[src/hdl/kpi_params.svh]
// constants for the keypad interrupt unit: register map, fields, reset values
// assumes inclusion by bare name from the package and the design modules
// Behaviour
// - each pin has its own detect enable
// - polarity bit: 0 falling/low, 1 rising/high
// - global bit picks edge-only or edge-and-level
// - enabled pin gets pullup or pulldown by polarity
// - any enabled input asserting sets shared latch
// - edge-only: no latch while another input asserted
// - level mode: request holds while input asserted
// - level mode clears after deassert and acknowledge
// - deassert and acknowledge accepted in either order
// - vector fetch acknowledge clears the latch
// - writing acknowledge bit clears latch like fetch
// - edges after acknowledge latch a fresh request
// - request reaches cpu only while mask clear
// - reset clears request and sensitivity bit
// - edge-only: acknowledge clears latch at once
`ifndef KPI_PARAMS_SVH
`define KPI_PARAMS_SVH

// register byte offsets
`define KPI_OFS_SCR     12'h000
`define KPI_OFS_ENABLE  12'h004
`define KPI_OFS_POLAR   12'h008
`define KPI_OFS_STATUS  12'h00C
`define KPI_OFS_IMASK   12'h010
`define KPI_OFS_PINS    12'h014

// status/control register fields
`define KPI_SCR_MODE    0
`define KPI_SCR_MASK    1
`define KPI_SCR_ACK     2
`define KPI_SCR_PEND    3

// event status fields
`define KPI_EV_LATCH    0
`define KPI_EV_EDGE     1
`define KPI_EV_W        2

// reset values, slave error enable, address width
`define KPI_RST_SCR     32'h0000_0000
`define KPI_RST_IMASK   32'h0000_0000
`define KPI_SLV_ERR     1'b1
`define KPI_ADDR_W      12

`endif

[src/hdl/kpi_pkg.sv]
// types shared by the keypad interrupt unit modules
// assumes kpi_params.svh is on the include path
`include "kpi_params.svh"
package kpi_pkg;
   typedef logic [`KPI_ADDR_W-1:0] kpi_addr_t;  // apb byte address
   typedef enum logic {
      KPI_EDGE_ONLY,
      KPI_EDGE_LEVEL
   } kpi_mode_e;                                // sensitivity choice
endpackage : kpi_pkg

[src/hdl/kpi_pin_if.sv]
// bundle between the pin front end and the interrupt core
// assumes one clock; all members are clocked in the pin front end
`timescale 1ns/10ps
`default_nettype none
interface kpi_pin_if #(parameter int NPINS = 8);
   logic [NPINS-1:0] asserted;   // synchronised pin, polarity applied
   logic [NPINS-1:0] rise;       // new assertion seen this cycle
   modport front (output asserted, output rise);
   modport core  (input asserted, input rise);
endinterface : kpi_pin_if
`default_nettype wire

[src/hdl/kpi_keypad_irq_unit.sv]
// keypad interrupt unit top: apb registers, pad controls, cpu request
// assumes a synchronous apb master on clk and pins asynchronous to it
`timescale 1ns/10ps
`default_nettype none
`include "kpi_params.svh"
module kpi_keypad_irq_unit
   import kpi_pkg::*;
#(
   parameter int NPINS = 8
) (
   // clock and reset
   input  wire logic             clk,
   input  wire logic             rst,
   // apb slave
   input  wire logic             psel,
   input  wire logic             penable,
   input  wire logic             pwrite,
   input  wire logic [11:0]      paddr,
   input  wire logic [31:0]      pwdata,
   output logic      [31:0]      prdata,
   output logic                  pready,
   output logic                  pslverr,
   // keypad pins and pad controls
   input  wire logic [NPINS-1:0] keyPin,
   output logic      [NPINS-1:0] pullUpEn,
   output logic      [NPINS-1:0] pullDownEn,
   // cpu side
   input  wire logic             vectorFetch,
   output logic                  keypadIrq,
   output logic                  wakeUp,
   output logic                  irq
);
   // elaboration check: pin vectors must fit one 32-bit register word
   if (NPINS < 1 || NPINS > 32) begin : g_npinsBad
      $error("NPINS must be 1..32");
   end

   // software state
   logic [NPINS-1:0] pinEnable_q;   // pin_enable_register
   logic [NPINS-1:0] pinPolar_q;    // pin_polarity_register
   logic             levelSel_q;    // level_sensitivity_select
   logic             irqMask_q;     // keypad_irq_mask
   logic [`KPI_EV_W-1:0] evStat_q;  // sticky event status
   logic [`KPI_EV_W-1:0] evMask_q;  // event interrupt mask
   logic             pending;       // latch state from core
   logic             edgeSeen;      // qualifying edge pulse

   // bus decode
   wire logic        wrEn     = psel & penable & pwrite;
   wire logic        rdEn     = psel & penable & ~pwrite;
   wire logic        hitScr   = (paddr == `KPI_OFS_SCR);
   wire logic        hitEn    = (paddr == `KPI_OFS_ENABLE);
   wire logic        hitPol   = (paddr == `KPI_OFS_POLAR);
   wire logic        hitStat  = (paddr == `KPI_OFS_STATUS);
   wire logic        hitMsk   = (paddr == `KPI_OFS_IMASK);
   wire logic        hitPins  = (paddr == `KPI_OFS_PINS);
   wire logic        mapped   = hitScr | hitEn | hitPol | hitStat | hitMsk | hitPins;
   // software acknowledge strobe, one cycle
   wire logic        swAck    = wrEn & hitScr & pwdata[`KPI_SCR_ACK];
   wire logic        ack      = swAck | vectorFetch;
   wire kpi_mode_e   mode     = levelSel_q ? KPI_EDGE_LEVEL : KPI_EDGE_ONLY;
   wire logic [`KPI_EV_W-1:0] evSet = {edgeSeen, edgeSeen & ~pending};

   kpi_pin_if #(.NPINS(NPINS)) pinBus ();

   kpi_pin_sync #(.NPINS(NPINS)) uSync (
      .clk      (clk),
      .rst      (rst),
      .pinRaw   (keyPin),
      .polarity (pinPolar_q),
      .pins     (pinBus)
   );

   kpi_irq_latch #(.NPINS(NPINS)) uLatch (
      .clk      (clk),
      .rst      (rst),
      .enable   (pinEnable_q),
      .mode     (mode),
      .ack      (ack),
      .pins     (pinBus),
      .pending  (pending),
      .edgeSeen (edgeSeen)
   );

   // read mux
   logic [31:0] rdMux;
   always_comb begin
      rdMux = 32'h0000_0000;
      if (hitScr) begin
         rdMux[`KPI_SCR_MODE] = levelSel_q;
         rdMux[`KPI_SCR_MASK] = irqMask_q;
         rdMux[`KPI_SCR_PEND] = pending;
      end
      if (hitEn)   rdMux[NPINS-1:0]     = pinEnable_q;
      if (hitPol)  rdMux[NPINS-1:0]     = pinPolar_q;
      if (hitStat) rdMux[`KPI_EV_W-1:0] = evStat_q;
      if (hitMsk)  rdMux[`KPI_EV_W-1:0] = evMask_q;
      if (hitPins) rdMux[NPINS-1:0]     = pinBus.asserted;
   end

   // control registers
   always_ff @(posedge clk) begin
      if (rst) begin
         pinEnable_q <= '0;
         pinPolar_q  <= '0;
         levelSel_q  <= 1'b0;
         irqMask_q   <= 1'b0;
         evMask_q    <= '0;
      end else if (wrEn) begin
         if (hitEn)  pinEnable_q <= pwdata[NPINS-1:0];
         if (hitPol) pinPolar_q  <= pwdata[NPINS-1:0];
         if (hitScr) begin
            levelSel_q <= pwdata[`KPI_SCR_MODE];
            irqMask_q  <= pwdata[`KPI_SCR_MASK];
         end
         if (hitMsk) evMask_q <= pwdata[`KPI_EV_W-1:0];
      end
   end

   // sticky event status, set wins over write-one-clear
   always_ff @(posedge clk) begin
      if (rst) begin
         evStat_q <= '0;
      end else begin
         evStat_q <= evSet | (evStat_q & ~((wrEn & hitStat) ? pwdata[`KPI_EV_W-1:0] : '0));
      end
   end

   // apb answer: one access cycle, zero wait
   always_ff @(posedge clk) begin
      if (rst) begin
         prdata  <= 32'h0000_0000;
         pready  <= 1'b0;
         pslverr <= 1'b0;
      end else begin
         pready  <= psel & ~penable;
         pslverr <= psel & ~penable & ~mapped & `KPI_SLV_ERR;
         prdata  <= (psel & ~penable & ~pwrite) ? rdMux : 32'h0000_0000;
      end
   end

   // outputs, all registered
   always_ff @(posedge clk) begin
      if (rst) begin
         pullUpEn   <= '0;
         pullDownEn <= '0;
         keypadIrq  <= 1'b0;
         wakeUp     <= 1'b0;
         irq        <= 1'b0;
      end else begin
         pullUpEn   <= pinEnable_q & ~pinPolar_q;
         pullDownEn <= pinEnable_q & pinPolar_q;
         keypadIrq  <= pending & ~irqMask_q;
         wakeUp     <= pending & ~irqMask_q;
         irq        <= |(evStat_q & evMask_q);
      end
   end

   a_mask_gates : assert property (@(posedge clk) disable iff (rst)
      irqMask_q |=> !keypadIrq)
      else $error("request forwarded while masked");
   a_pull_select : assert property (@(posedge clk) disable iff (rst)
      ##1 (pullUpEn == ($past(pinEnable_q) & ~$past(pinPolar_q))))
      else $error("pull device mismatch");
   a_wake_follows : assert property (@(posedge clk) disable iff (rst)
      (pending && !irqMask_q) |=> wakeUp)
      else $error("wake not raised");
   a_sw_ack_clear : assert property (@(posedge clk) disable iff (rst)
      (swAck && !levelSel_q && !edgeSeen) |=> !pending)
      else $error("software acknowledge did not clear");
   a_ready_once : assert property (@(posedge clk) disable iff (rst)
      (psel && !penable) |=> pready ##1 !pready)
      else $error("apb ready timing wrong");
endmodule : kpi_keypad_irq_unit
`default_nettype wire

[src/hdl/kpi_pin_sync.sv]
// pin front end: three-stage synchroniser, polarity, assertion edge
// assumes raw pins are asynchronous to clk
`timescale 1ns/10ps
`default_nettype none
module kpi_pin_sync
   import kpi_pkg::*;
#(
   parameter int NPINS = 8
) (
   // clock and reset
   input  wire logic             clk,
   input  wire logic             rst,
   // raw pins and polarity
   input  wire logic [NPINS-1:0] pinRaw,
   input  wire logic [NPINS-1:0] polarity,
   // to core
   kpi_pin_if.front              pins
);
   logic [NPINS-1:0] s1_q;        // first stage, read only by s2
   logic [NPINS-1:0] s2_q;        // second stage
   logic [NPINS-1:0] s3_q;        // third stage
   logic [NPINS-1:0] stable_q;    // agreed pin level
   logic [NPINS-1:0] assertNow;   // level with polarity applied

   // a change counts once stage two and three agree
   always_ff @(posedge clk) begin
      if (rst) begin
         s1_q     <= '0;
         s2_q     <= '0;
         s3_q     <= '0;
         stable_q <= '0;
      end else begin
         s1_q     <= pinRaw;
         s2_q     <= s1_q;
         s3_q     <= s2_q;
         stable_q <= (s2_q & s3_q) | (stable_q & (s2_q | s3_q));
      end
   end

   // polarity 1 = high/rising, 0 = low/falling
   assign assertNow = ~(stable_q ^ polarity);

   // edge detect on the asserted level
   logic [NPINS-1:0] prev_q;      // last asserted level
   always_ff @(posedge clk) begin
      if (rst) begin
         prev_q        <= '1;    // seen as asserted: no false edge after reset
         pins.asserted <= '0;
         pins.rise     <= '0;
      end else begin
         prev_q        <= assertNow;
         pins.asserted <= assertNow;
         pins.rise     <= assertNow & ~prev_q;
      end
   end
endmodule : kpi_pin_sync
`default_nettype wire

[src/hdl/kpi_irq_latch.sv]
// shared keypad latch with edge-only and edge-and-level clearing
// assumes pin events already synchronised and polarity applied
`timescale 1ns/10ps
`default_nettype none
module kpi_irq_latch
   import kpi_pkg::*;
#(
   parameter int NPINS = 8
) (
   // clock and reset
   input  wire logic             clk,
   input  wire logic             rst,
   // control
   input  wire logic [NPINS-1:0] enable,
   input  wire kpi_mode_e        mode,
   input  wire logic             ack,
   // pin events
   kpi_pin_if.core               pins,
   // result
   output logic                  pending,
   output logic                  edgeSeen
);
   logic             latch_q;     // shared request latch
   logic             latch_d;
   logic             ackHeld_q;   // level mode: acknowledge taken while a pin still held
   logic             ackHeld_d;
   logic [NPINS-1:0] enAsserted;  // enabled pins at asserted level
   logic [NPINS-1:0] enRise;      // enabled pins newly asserted
   logic             othersHeld;  // some enabled pin already asserted
   logic             newEdge;     // qualifying edge this cycle
   logic             anyLevel;    // level mode and any enabled pin asserted

   assign enAsserted = pins.asserted & enable;
   assign enRise     = pins.rise & enable;
   assign othersHeld = |(enAsserted & ~enRise);
   // edge-only blocks an edge while another pin is held
   assign newEdge    = (|enRise) & ((mode == KPI_EDGE_LEVEL) | ~othersHeld);
   assign anyLevel   = (mode == KPI_EDGE_LEVEL) & (|enAsserted);
   // an acknowledge met while a held pin keeps the request alive is remembered,
   // so release and acknowledge may come in either order; a new edge forgets it
   assign ackHeld_d  = (ack | ackHeld_q) & anyLevel & ~newEdge;
   // set wins over acknowledge; level keeps request alive
   assign latch_d    = newEdge | anyLevel | (latch_q & ~ack & ~ackHeld_q);
   assign pending    = latch_q;
   assign edgeSeen   = newEdge;

   // latch update
   always_ff @(posedge clk) begin
      if (rst) begin
         latch_q   <= 1'b0;
         ackHeld_q <= 1'b0;
      end else begin
         latch_q   <= latch_d;
         ackHeld_q <= ackHeld_d;
      end
   end

   a_level_holds : assert property (@(posedge clk) disable iff (rst)
      (mode == KPI_EDGE_LEVEL && |enAsserted) |=> latch_q)
      else $error("request dropped while enabled pin asserted");
   a_edge_ack_clear : assert property (@(posedge clk) disable iff (rst)
      (mode == KPI_EDGE_ONLY && ack && !newEdge) |=> !latch_q)
      else $error("edge-only acknowledge did not clear latch");
   a_edge_sets : assert property (@(posedge clk) disable iff (rst)
      (|(pins.rise & enable) && !othersHeld) |=> latch_q)
      else $error("enabled edge did not set latch");
   a_edge_blocked : assert property (@(posedge clk) disable iff (rst)
      (mode == KPI_EDGE_ONLY && !latch_q && othersHeld && !ack) |=> !latch_q)
      else $error("edge latched while another pin held");
   a_hold_noack : assert property (@(posedge clk) disable iff (rst)
      (latch_q && !ack && !ackHeld_q) |=> latch_q)
      else $error("latch cleared without acknowledge");
   a_ack_remembered : assert property (@(posedge clk) disable iff (rst)
      (latch_q && ackHeld_q && !anyLevel && !newEdge) |=> !latch_q)
      else $error("earlier acknowledge lost after release");
endmodule : kpi_irq_latch
`default_nettype wire

[config.mk]
export PLATFORM = sky130hd
export DESIGN_NAME = kpi_keypad_irq_unit
export DESIGN_NICKNAME = d
export VERILOG_FILES = /design/src/hdl/kpi_pkg.sv /design/src/hdl/kpi_pin_if.sv /design/src/hdl/kpi_keypad_irq_unit.sv /design/src/hdl/kpi_pin_sync.sv /design/src/hdl/kpi_irq_latch.sv
export VERILOG_INCLUDE_DIRS = /design/src /design/src/hdl
export SDC_FILE = /design/constraint.sdc
export NUM_CORES = 1
export LEC_CHECK = 0
export ABC_AREA = 1
export BUFFER_PORTS_ARGS = -buffer_cell sky130_fd_sc_hd__buf_2
export CORE_UTILIZATION = 58
export CTS_BUF_LIST = sky130_fd_sc_hd__clkbuf_4 sky130_fd_sc_hd__clkbuf_8
export DETAILED_ROUTE_END_ITERATION = 12
export PLACE_DENSITY = 0.84
export SYNTH_ARGS = -nofsm -noshare
export SYNTH_HDL_FRONTEND = slang
export SYNTH_SLANG_ARGS = --single-unit
[constraint.sdc]
create_clock -name clk -period 2.5 [get_ports clk]
set_input_delay 0.75 -clock clk [delete_from_list [all_inputs] [get_ports clk]]
set_output_delay 0.75 -clock clk [all_outputs]
set_load 0.02 [all_outputs]
==> results of run 1 <==
[power by group through the flow]
stage / registers, mW / clock network [mW] / logic (mW)
6_report: 1.76 / 1.09 / 0.147
4_1_cts: 1.76 / 1.12 / 0.146
5_1_grt: 1.76 / 1.18 / 0.163
3_3_place_gp: 1.79 / 0 / 0.142
2_1_floorplan: 1.79 / 0 / 0.127
3_5_place_dp: 1.80 / 0 / 0.145
[metal layers]
metal | up-vias | global-route usage [%] | routed length, um
met5 | - | 0 | 0
met4 | 0 | 12.3 | 196
met3 | 19 | 4.72 | 537
met2 | 156 | 34.9 | 3620
met1 | 1468 | 27.6 | 3310
li1 | 1646 | - | -
[synthesized netlist by cell type, types with 5 or more instances]
| master | instances |
|---|---|
| nor3_1 | 27 |
| nand4_1 | 6 |
| nor2_1 | 59 |
| o21bai_1 | 5 |
| inv_1 | 69 |
| clkbuf_1 | 10 |
| nand3_1 | 18 |
| xor2_1 | 8 |
| buf_4 | 27 |
| o21ai_0 | 45 |
| a21oi_1 | 36 |
| nand2_1 | 52 |
| dfxtp_1 | 108 |
[worst paths after layout]
| check | start | slack, ps | to |
|---|---|---|---|
| worst max-delay path | paddr[7] | 610 | pinPolar_q[6] |
| worst min-delay path | uSync.prev_q[6] | 400 | uSync.pins.rise[6] |
| worst max register to register | pinEnable_q[0] | 1220 | uLatch.pending |
| worst min register to register | uSync.prev_q[6] | 400 | uSync.pins.rise[6] |
[worst max-delay path, delay by kind of cell]
kind                   cells  cell delay (ps)
and+or+nand+nor            5             1000
buffers and inverters      2              260
AOI/OAI and AO/OA          1              190
[cells by family after synthesis]
logic type                share of synthesized area, %
DFF                                               52.9
AOI/OAI and AO/OA                                 12.3
buffers and inverters                             12.8
xor gates and xnor gates                          1.71
and+or+nand+nor                                   20.1
other                                           0.0917
[sequential cells by signal (all words and copies together), names as in the netlist]
signal and count:
uLatch.pending 1, irqMask_q 1, pready 1, evMask_q 2, prdata 8, uSync.s2_q 8, levelSel_q 1, uSync.s3_q 8
pullUpEn 8, wakeUp 1, uSync.pins.rise 8, evStat_q 2, uSync.stable_q 8, uSync.prev_q 8, pinEnable_q 8, uLatch.ackHeld_q 1
pslverr 1, pullDownEn 8, irq 1, pinPolar_q 8, uSync.pins.asserted 8, uSync.s1_q 8
[cell type report]
| type | count | share of cell area (%) |
|---|---|---|
| Clock inverter | 6 | 1.70 |
| Inverter | 70 | 5.75 |
| Sequential cell | 108 | 47.3 |
| Clock buffer | 10 | 2.88 |
| Multi-Input combinational cell | 301 | 32.6 |
| Tap cell | 96 | 2.63 |
| Timing Repair Buffer | 64 | 7.12 |
[placed cells by master (no fill, tap or decap), types with 2 or more instances in the layout]
| cell type | Yosys | routed |
|---|---|---|
| a21oi_1 | 36 | 36 |
| buf_2 | 2 | 62 |
| buf_4 | 27 | 2 |
| clkbuf_8 | 0 | 9 |
| conb_1 | 1 | 24 |
| dfxtp_1 | 108 | 108 |
| inv_1 | 69 | 69 |
| inv_6 | 0 | 2 |
| inv_8 | 0 | 2 |
| nand2_1 | 52 | 52 |
| nand2_2 | 2 | 2 |
| nand2_4 | 2 | 2 |
| nand3_1 | 18 | 18 |
| nand3b_1 | 2 | 2 |
| nand4_1 | 6 | 6 |
| nor2_1 | 59 | 59 |
| nor2_4 | 4 | 4 |
| nor3_1 | 27 | 27 |
| o2111ai_1 | 2 | 2 |
| o21ai_0 | 45 | 45 |
| o21ai_2 | 4 | 4 |
| o21bai_1 | 5 | 5 |
| xor2_1 | 8 | 8 |
[through the flow]
| step | worst slack, ps | hold slack, ps |
|---|---|---|
| after detailed placement | 261 | 381 |
| after CTS | 649 | 398 |
| after floorplan | 716 | 373 |
| after global placement | 338 | 376 |
| final | 606 | 396 |
| after global routing | 505 | 409 |
==> flow_summary.yaml, run 1 <==
worst_setup_path:
  slowest_delay_ps: 340
  worstSetupPathType: "in -> reg"
  cp_cell_sequence: "buf_2 > nor2_1 > nand2_1 > nor2_4 > nand3_2 > inv_1 > nand2_2 > a21oi_1"
  r2r_cells: 11
  crit_slowest_cell: "nor2_4"
  start_kind: "input pin"
  arrival_ps: 2200
  endpoint_kind: "flop"
  required_ps: 2800
  critPathMaxFanout: 16
place:
  dp_cells: 639
  gp_congestion: 0.839
  dp_hpwl_um: 5440
  placed_cell_area_mm2: 0.00436
  io_buffers: 62
sta:
  setup_violations: 0
  tightestPinTransition_ps: 589
  drv_slew: 0
  maxSlewHeadroom_pct: 60.7
  fin_crit_sh_pct: 75.7
  fin_setup_tns_ps: 0
  layout_min_cycle_time_ps: 1890
  skew_ps: 9.33
  final_hold_viol_count: 0
  rsz0062_at_grt: "no"
  fmax_mhz: 528
clock_network:
  cts_tree: "built"
  cts_setup_buffers: 0
  ctsHtreeMaxLevel: 3
  cts_buffers: 9
  tritoncts_num_sinks: 108
  cts_resized: 0
  cts-root-buf: "clkbuf_8"
  clock_path_buffers: 2
  path_clk_slew_ps: 110
  insertion_delay_ps: 370
  cts_hold_buffers: 0
yosys:
  yosysWarningCount: 0
  synth_seq_cells: 108
  post_synth_inst_count: 496
  synth_area_mm2: 0.00409
  synth_top_cell_area_share_pct: 52.9
  synth.avg_cell_area_um2: 8.24
  synthDistinctLibCells: 28
  synth_largest_area_cell: "dfxtp_1"
  ys_async_sr_fraction_pct: 0
  synth.area.top_cells: "dfxtp_1 53%, inv_1 6.3%, o21ai_0 5.5%"
  synth_ff_type: "dfxtp_1"
  synth-edff-count: 0
  yosysSeqAreaShare_pct: 52.9
grt:
  grt_max_degree: 62
  grt_pass1_vias: 2864
  grt_util_all_layers_pct: 21.9
  antenna_found_initial: 0
  overflow: 0
  grt_pass1_wl_um: 12600
die:
  coreArea_mm2: 0.00679
  rows: 30
  die_w_um: 86.0
  io_pins: 111
  initial_core_util_pct: 60.2
  die_area_mm2: 0.00739
  die_h_um: 86.0
job:
  drv_cap: 0
finish:
  drive_above_1_share_pct: 17.5
  nets: 612
  fin_util_pct: 67.2
  fin_area_mm2: 0.00457
  diodes: 0
  nFillCells: 541
  stdcell_count: 655
  seq_area_mm2: 0.00216
  syn_to_final_growth_pct: 11.7
  multi_input_area_mm2: 0.00149
power:
  ir_worst_vdd_mv: 0.313
  powerDensity_mw_per_mm2: 656
  power.internal_mw: 2.28
  switching_power_mw: 0.714
  p_clk_share_pct: 36.5
  power.leakage_nw: 2.12
  total_power_mw: 2.99
  seqPwrFrac_pct: 58.6
  comb_power_share_pct: 4.9
  swShare_pct: 23.8
min_path:
  whs_path_depth: 1
  holdCritPathClass: "reg -> reg"
routing:
  dr.first_iter.drc_count: 264
  drc_errors: 0
  routedWlPerCell_um: 11.7
  num_vias: 3289
  viasPerCell: 5.02
  drtAntennaViolNets: 0
  dr.pass1.iters: 6
  drt_wl_total_um: 7660
outcome:
  status: "finished clean"
(Power assumes the default switching activity.)
==> run 2, diff against run 1 <==
--- a/config.mk
+++ b/config.mk
@@ -8,10 +8,10 @@
 export LEC_CHECK = 0
 export ABC_AREA = 1
 export BUFFER_PORTS_ARGS = -buffer_cell sky130_fd_sc_hd__buf_2
-export CORE_UTILIZATION = 58
+export CORE_UTILIZATION = 49
 export CTS_BUF_LIST = sky130_fd_sc_hd__clkbuf_4 sky130_fd_sc_hd__clkbuf_8
 export DETAILED_ROUTE_END_ITERATION = 12
-export PLACE_DENSITY = 0.84
+export PLACE_DENSITY = 0.75
 export SYNTH_ARGS = -nofsm -noshare
 export SYNTH_HDL_FRONTEND = slang
 export SYNTH_SLANG_ARGS = --single-unit
==> constraint.sdc (replaced) <==
create_clock -name clk -period 1.74 [get_ports clk]
set_input_delay 0.522 -clock clk [delete_from_list [all_inputs] [get_ports clk]]
set_output_delay 0.522 -clock clk [all_outputs]
set_load 0.02 [all_outputs]
==> run 2 against run 1 <==
Compared with the run above: wire length increased by 4.4%; global-route usage decreased by 3.0 points; critical endpoint is now pinPolar_q[0]; worst setup slack got worse by 320 ps; die area increased by 18%; largest power group unchanged.
==> flow_summary.yaml, run 2 (synthesized netlist as in run 1, its figures left out) <==
outcome:
  status: "finished clean"
grt:
  grt_pass1_wl_um: 12800
  antenna_found_initial: 0
  grt_pass1_vias: 2921
  grt_max_degree: 62
  grt_util_all_layers_pct: 18.9
  overflow: 0
die:
  die_h_um: 93.3
  coreArea_mm2: 0.00789
  rows: 32
  die_w_um: 93.3
  initial_core_util_pct: 51.8
  die_area_mm2: 0.00871
  io_pins: 111
finish:
  multi_input_area_mm2: 0.00149
  syn_to_final_growth_pct: 16.2
  drive_above_1_share_pct: 20.5
  final_cell_mix: "108 x dfxtp_1, 69 x inv_1, 62 x buf_2, 59 x nor2_1, 52 x nand2_1"
  seq_area_mm2: 0.00216
  nFillCells: 689
  final_common_cell: "dfxtp_1"
  stdcell_count: 682
  fin_util_pct: 60.2
  nets: 633
  diodes: 0
worst_setup_path:
  r2r_start: "pinEnable_q[5]"
  r2r_cells: 10
  worstSetupPathType: "in -> reg"
  r2r-end: "uLatch.pending"
  critPathMaxFanout: 8
  arrival_ps: 1710
  start_kind: "input pin"
  r2r_slack_ps: 430
  required_ps: 2000
  endpoint_kind: "flop"
clock_network:
  cts_resized: 0
  cts_hold_buffers: 0
  tritoncts_num_sinks: 108
  cts_setup_buffers: 0
  cts-root-buf: "clkbuf_8"
  ctsHtreeMaxLevel: 3
  clock_path_buffers: 2
  path_clk_slew_ps: 110
  cts_tree: "built"
  insertion_delay_ps: 370
  cts_buffers: 9
min_path:
  holdCritPathClass: "in -> reg"
  hold_start: "keyPin[4]"
  min_to: "uSync.s1_q[4]"
  whs_path_depth: 3
sta:
  layout_min_cycle_time_ps: 1450
  skew_ps: 12.7
  final_hold_viol_count: 0
  maxSlewHeadroom_pct: 60.2
  fin_crit_sh_pct: 83.4
  tightestPinTransition_ps: 597
  drv_slew: 0
  setup_violations: 0
  fmax_mhz: 689
  rsz0062_at_grt: "no"
routing:
  drtAntennaViolNets: 0
  drt_wl_total_um: 8000
  dr_wl_met2_um: 3790
  drc_errors: 0
  routedWlPerCell_um: 11.7
  wl_met1_um: 3610
  wl_met3_um: 461
  viasPerCell: 4.81
  dr.first_iter.drc_count: 165
  dr.pass1.iters: 5
  routed.top_layer: "met4"
  num_vias: 3282
power:
  power.leakage_nw: 2.23
  ir_worst_vdd_mv: 0.404
  total_power_mw: 4.40
  powerDensity_mw_per_mm2: 926
job:
  drv_cap: 0
place:
  gp_congestion: 0.903
  dp_hpwl_um: 5790
  dp_cells: 666
  io_buffers: 62
==> run 2: where the power goes <==
| group | switching, mW | internal, mW | leakage (nW) | total (mW) |
|---|---|---|---|---|
| combinational | 0.155 | 0.0685 | 1.24 | 0.224 |
| clock | 0.932 | 0.720 | 0.114 | 1.65 |
| sequential | 0.0171 | 2.51 | 0.877 | 2.52 |
==> run 2: through the flow <==
stage | setup slack [ps] | cell area, um^2 | hold WS (ps) | setup TNS (ps)
floorplan | 184 | 4170 | 373 | 0
global placement | -41.6 | 4520 | 376 | -130
detailed placement | -86.2 | 4520 | 380 | -403
CTS | 307 | 4750 | 326 | 0
global route | 203 | 4750 | 331 | 0
finish | 290 | 4750 | 331 | 0
==> run 2: worst max-delay path: stages <==
cell and delay, ps:
buf_2 90, nor2_1 130, nand2_1 100, nor2_4 220, nand4_2 250, o21ai_0 330, a21oi_1 60
==> run 2: area by class of cell <==
cell class,count,area share (%)
Timing Repair Buffer,85,10.2
Inverter,70,5.53
Clock buffer,9,2.61
Clock inverter,7,2.16
Multi-Input combinational cell,301,31.3
Tap cell,102,2.69
Sequential cell,108,45.5
==> run 2: how the worst max path moves through the flow <==
stage               from             end  cells after the start
6_report        paddr[7]   pinPolar_q[0]                      7
5_1_grt        paddr[11]  uLatch.pending                     11
4_1_cts        paddr[11]      levelSel_q                      9
3_5_place_dp    paddr[7]      levelSel_q                      9
3_3_place_gp   paddr[11]  uLatch.pending                     11
2_1_floorplan  paddr[11]  pinEnable_q[3]                      9
==> run 2: layer usage <==
| metal | vias to the layer above | GRT usage [%] |
|---|---|---|
| met5 | - | 0 |
| met4 | 0 | 8.72 |
| met3 | 14 | 3.82 |
| met2 | 116 | 31.9 |
| met1 | 1463 | 23.3 |
| li1 | 1689 | - |
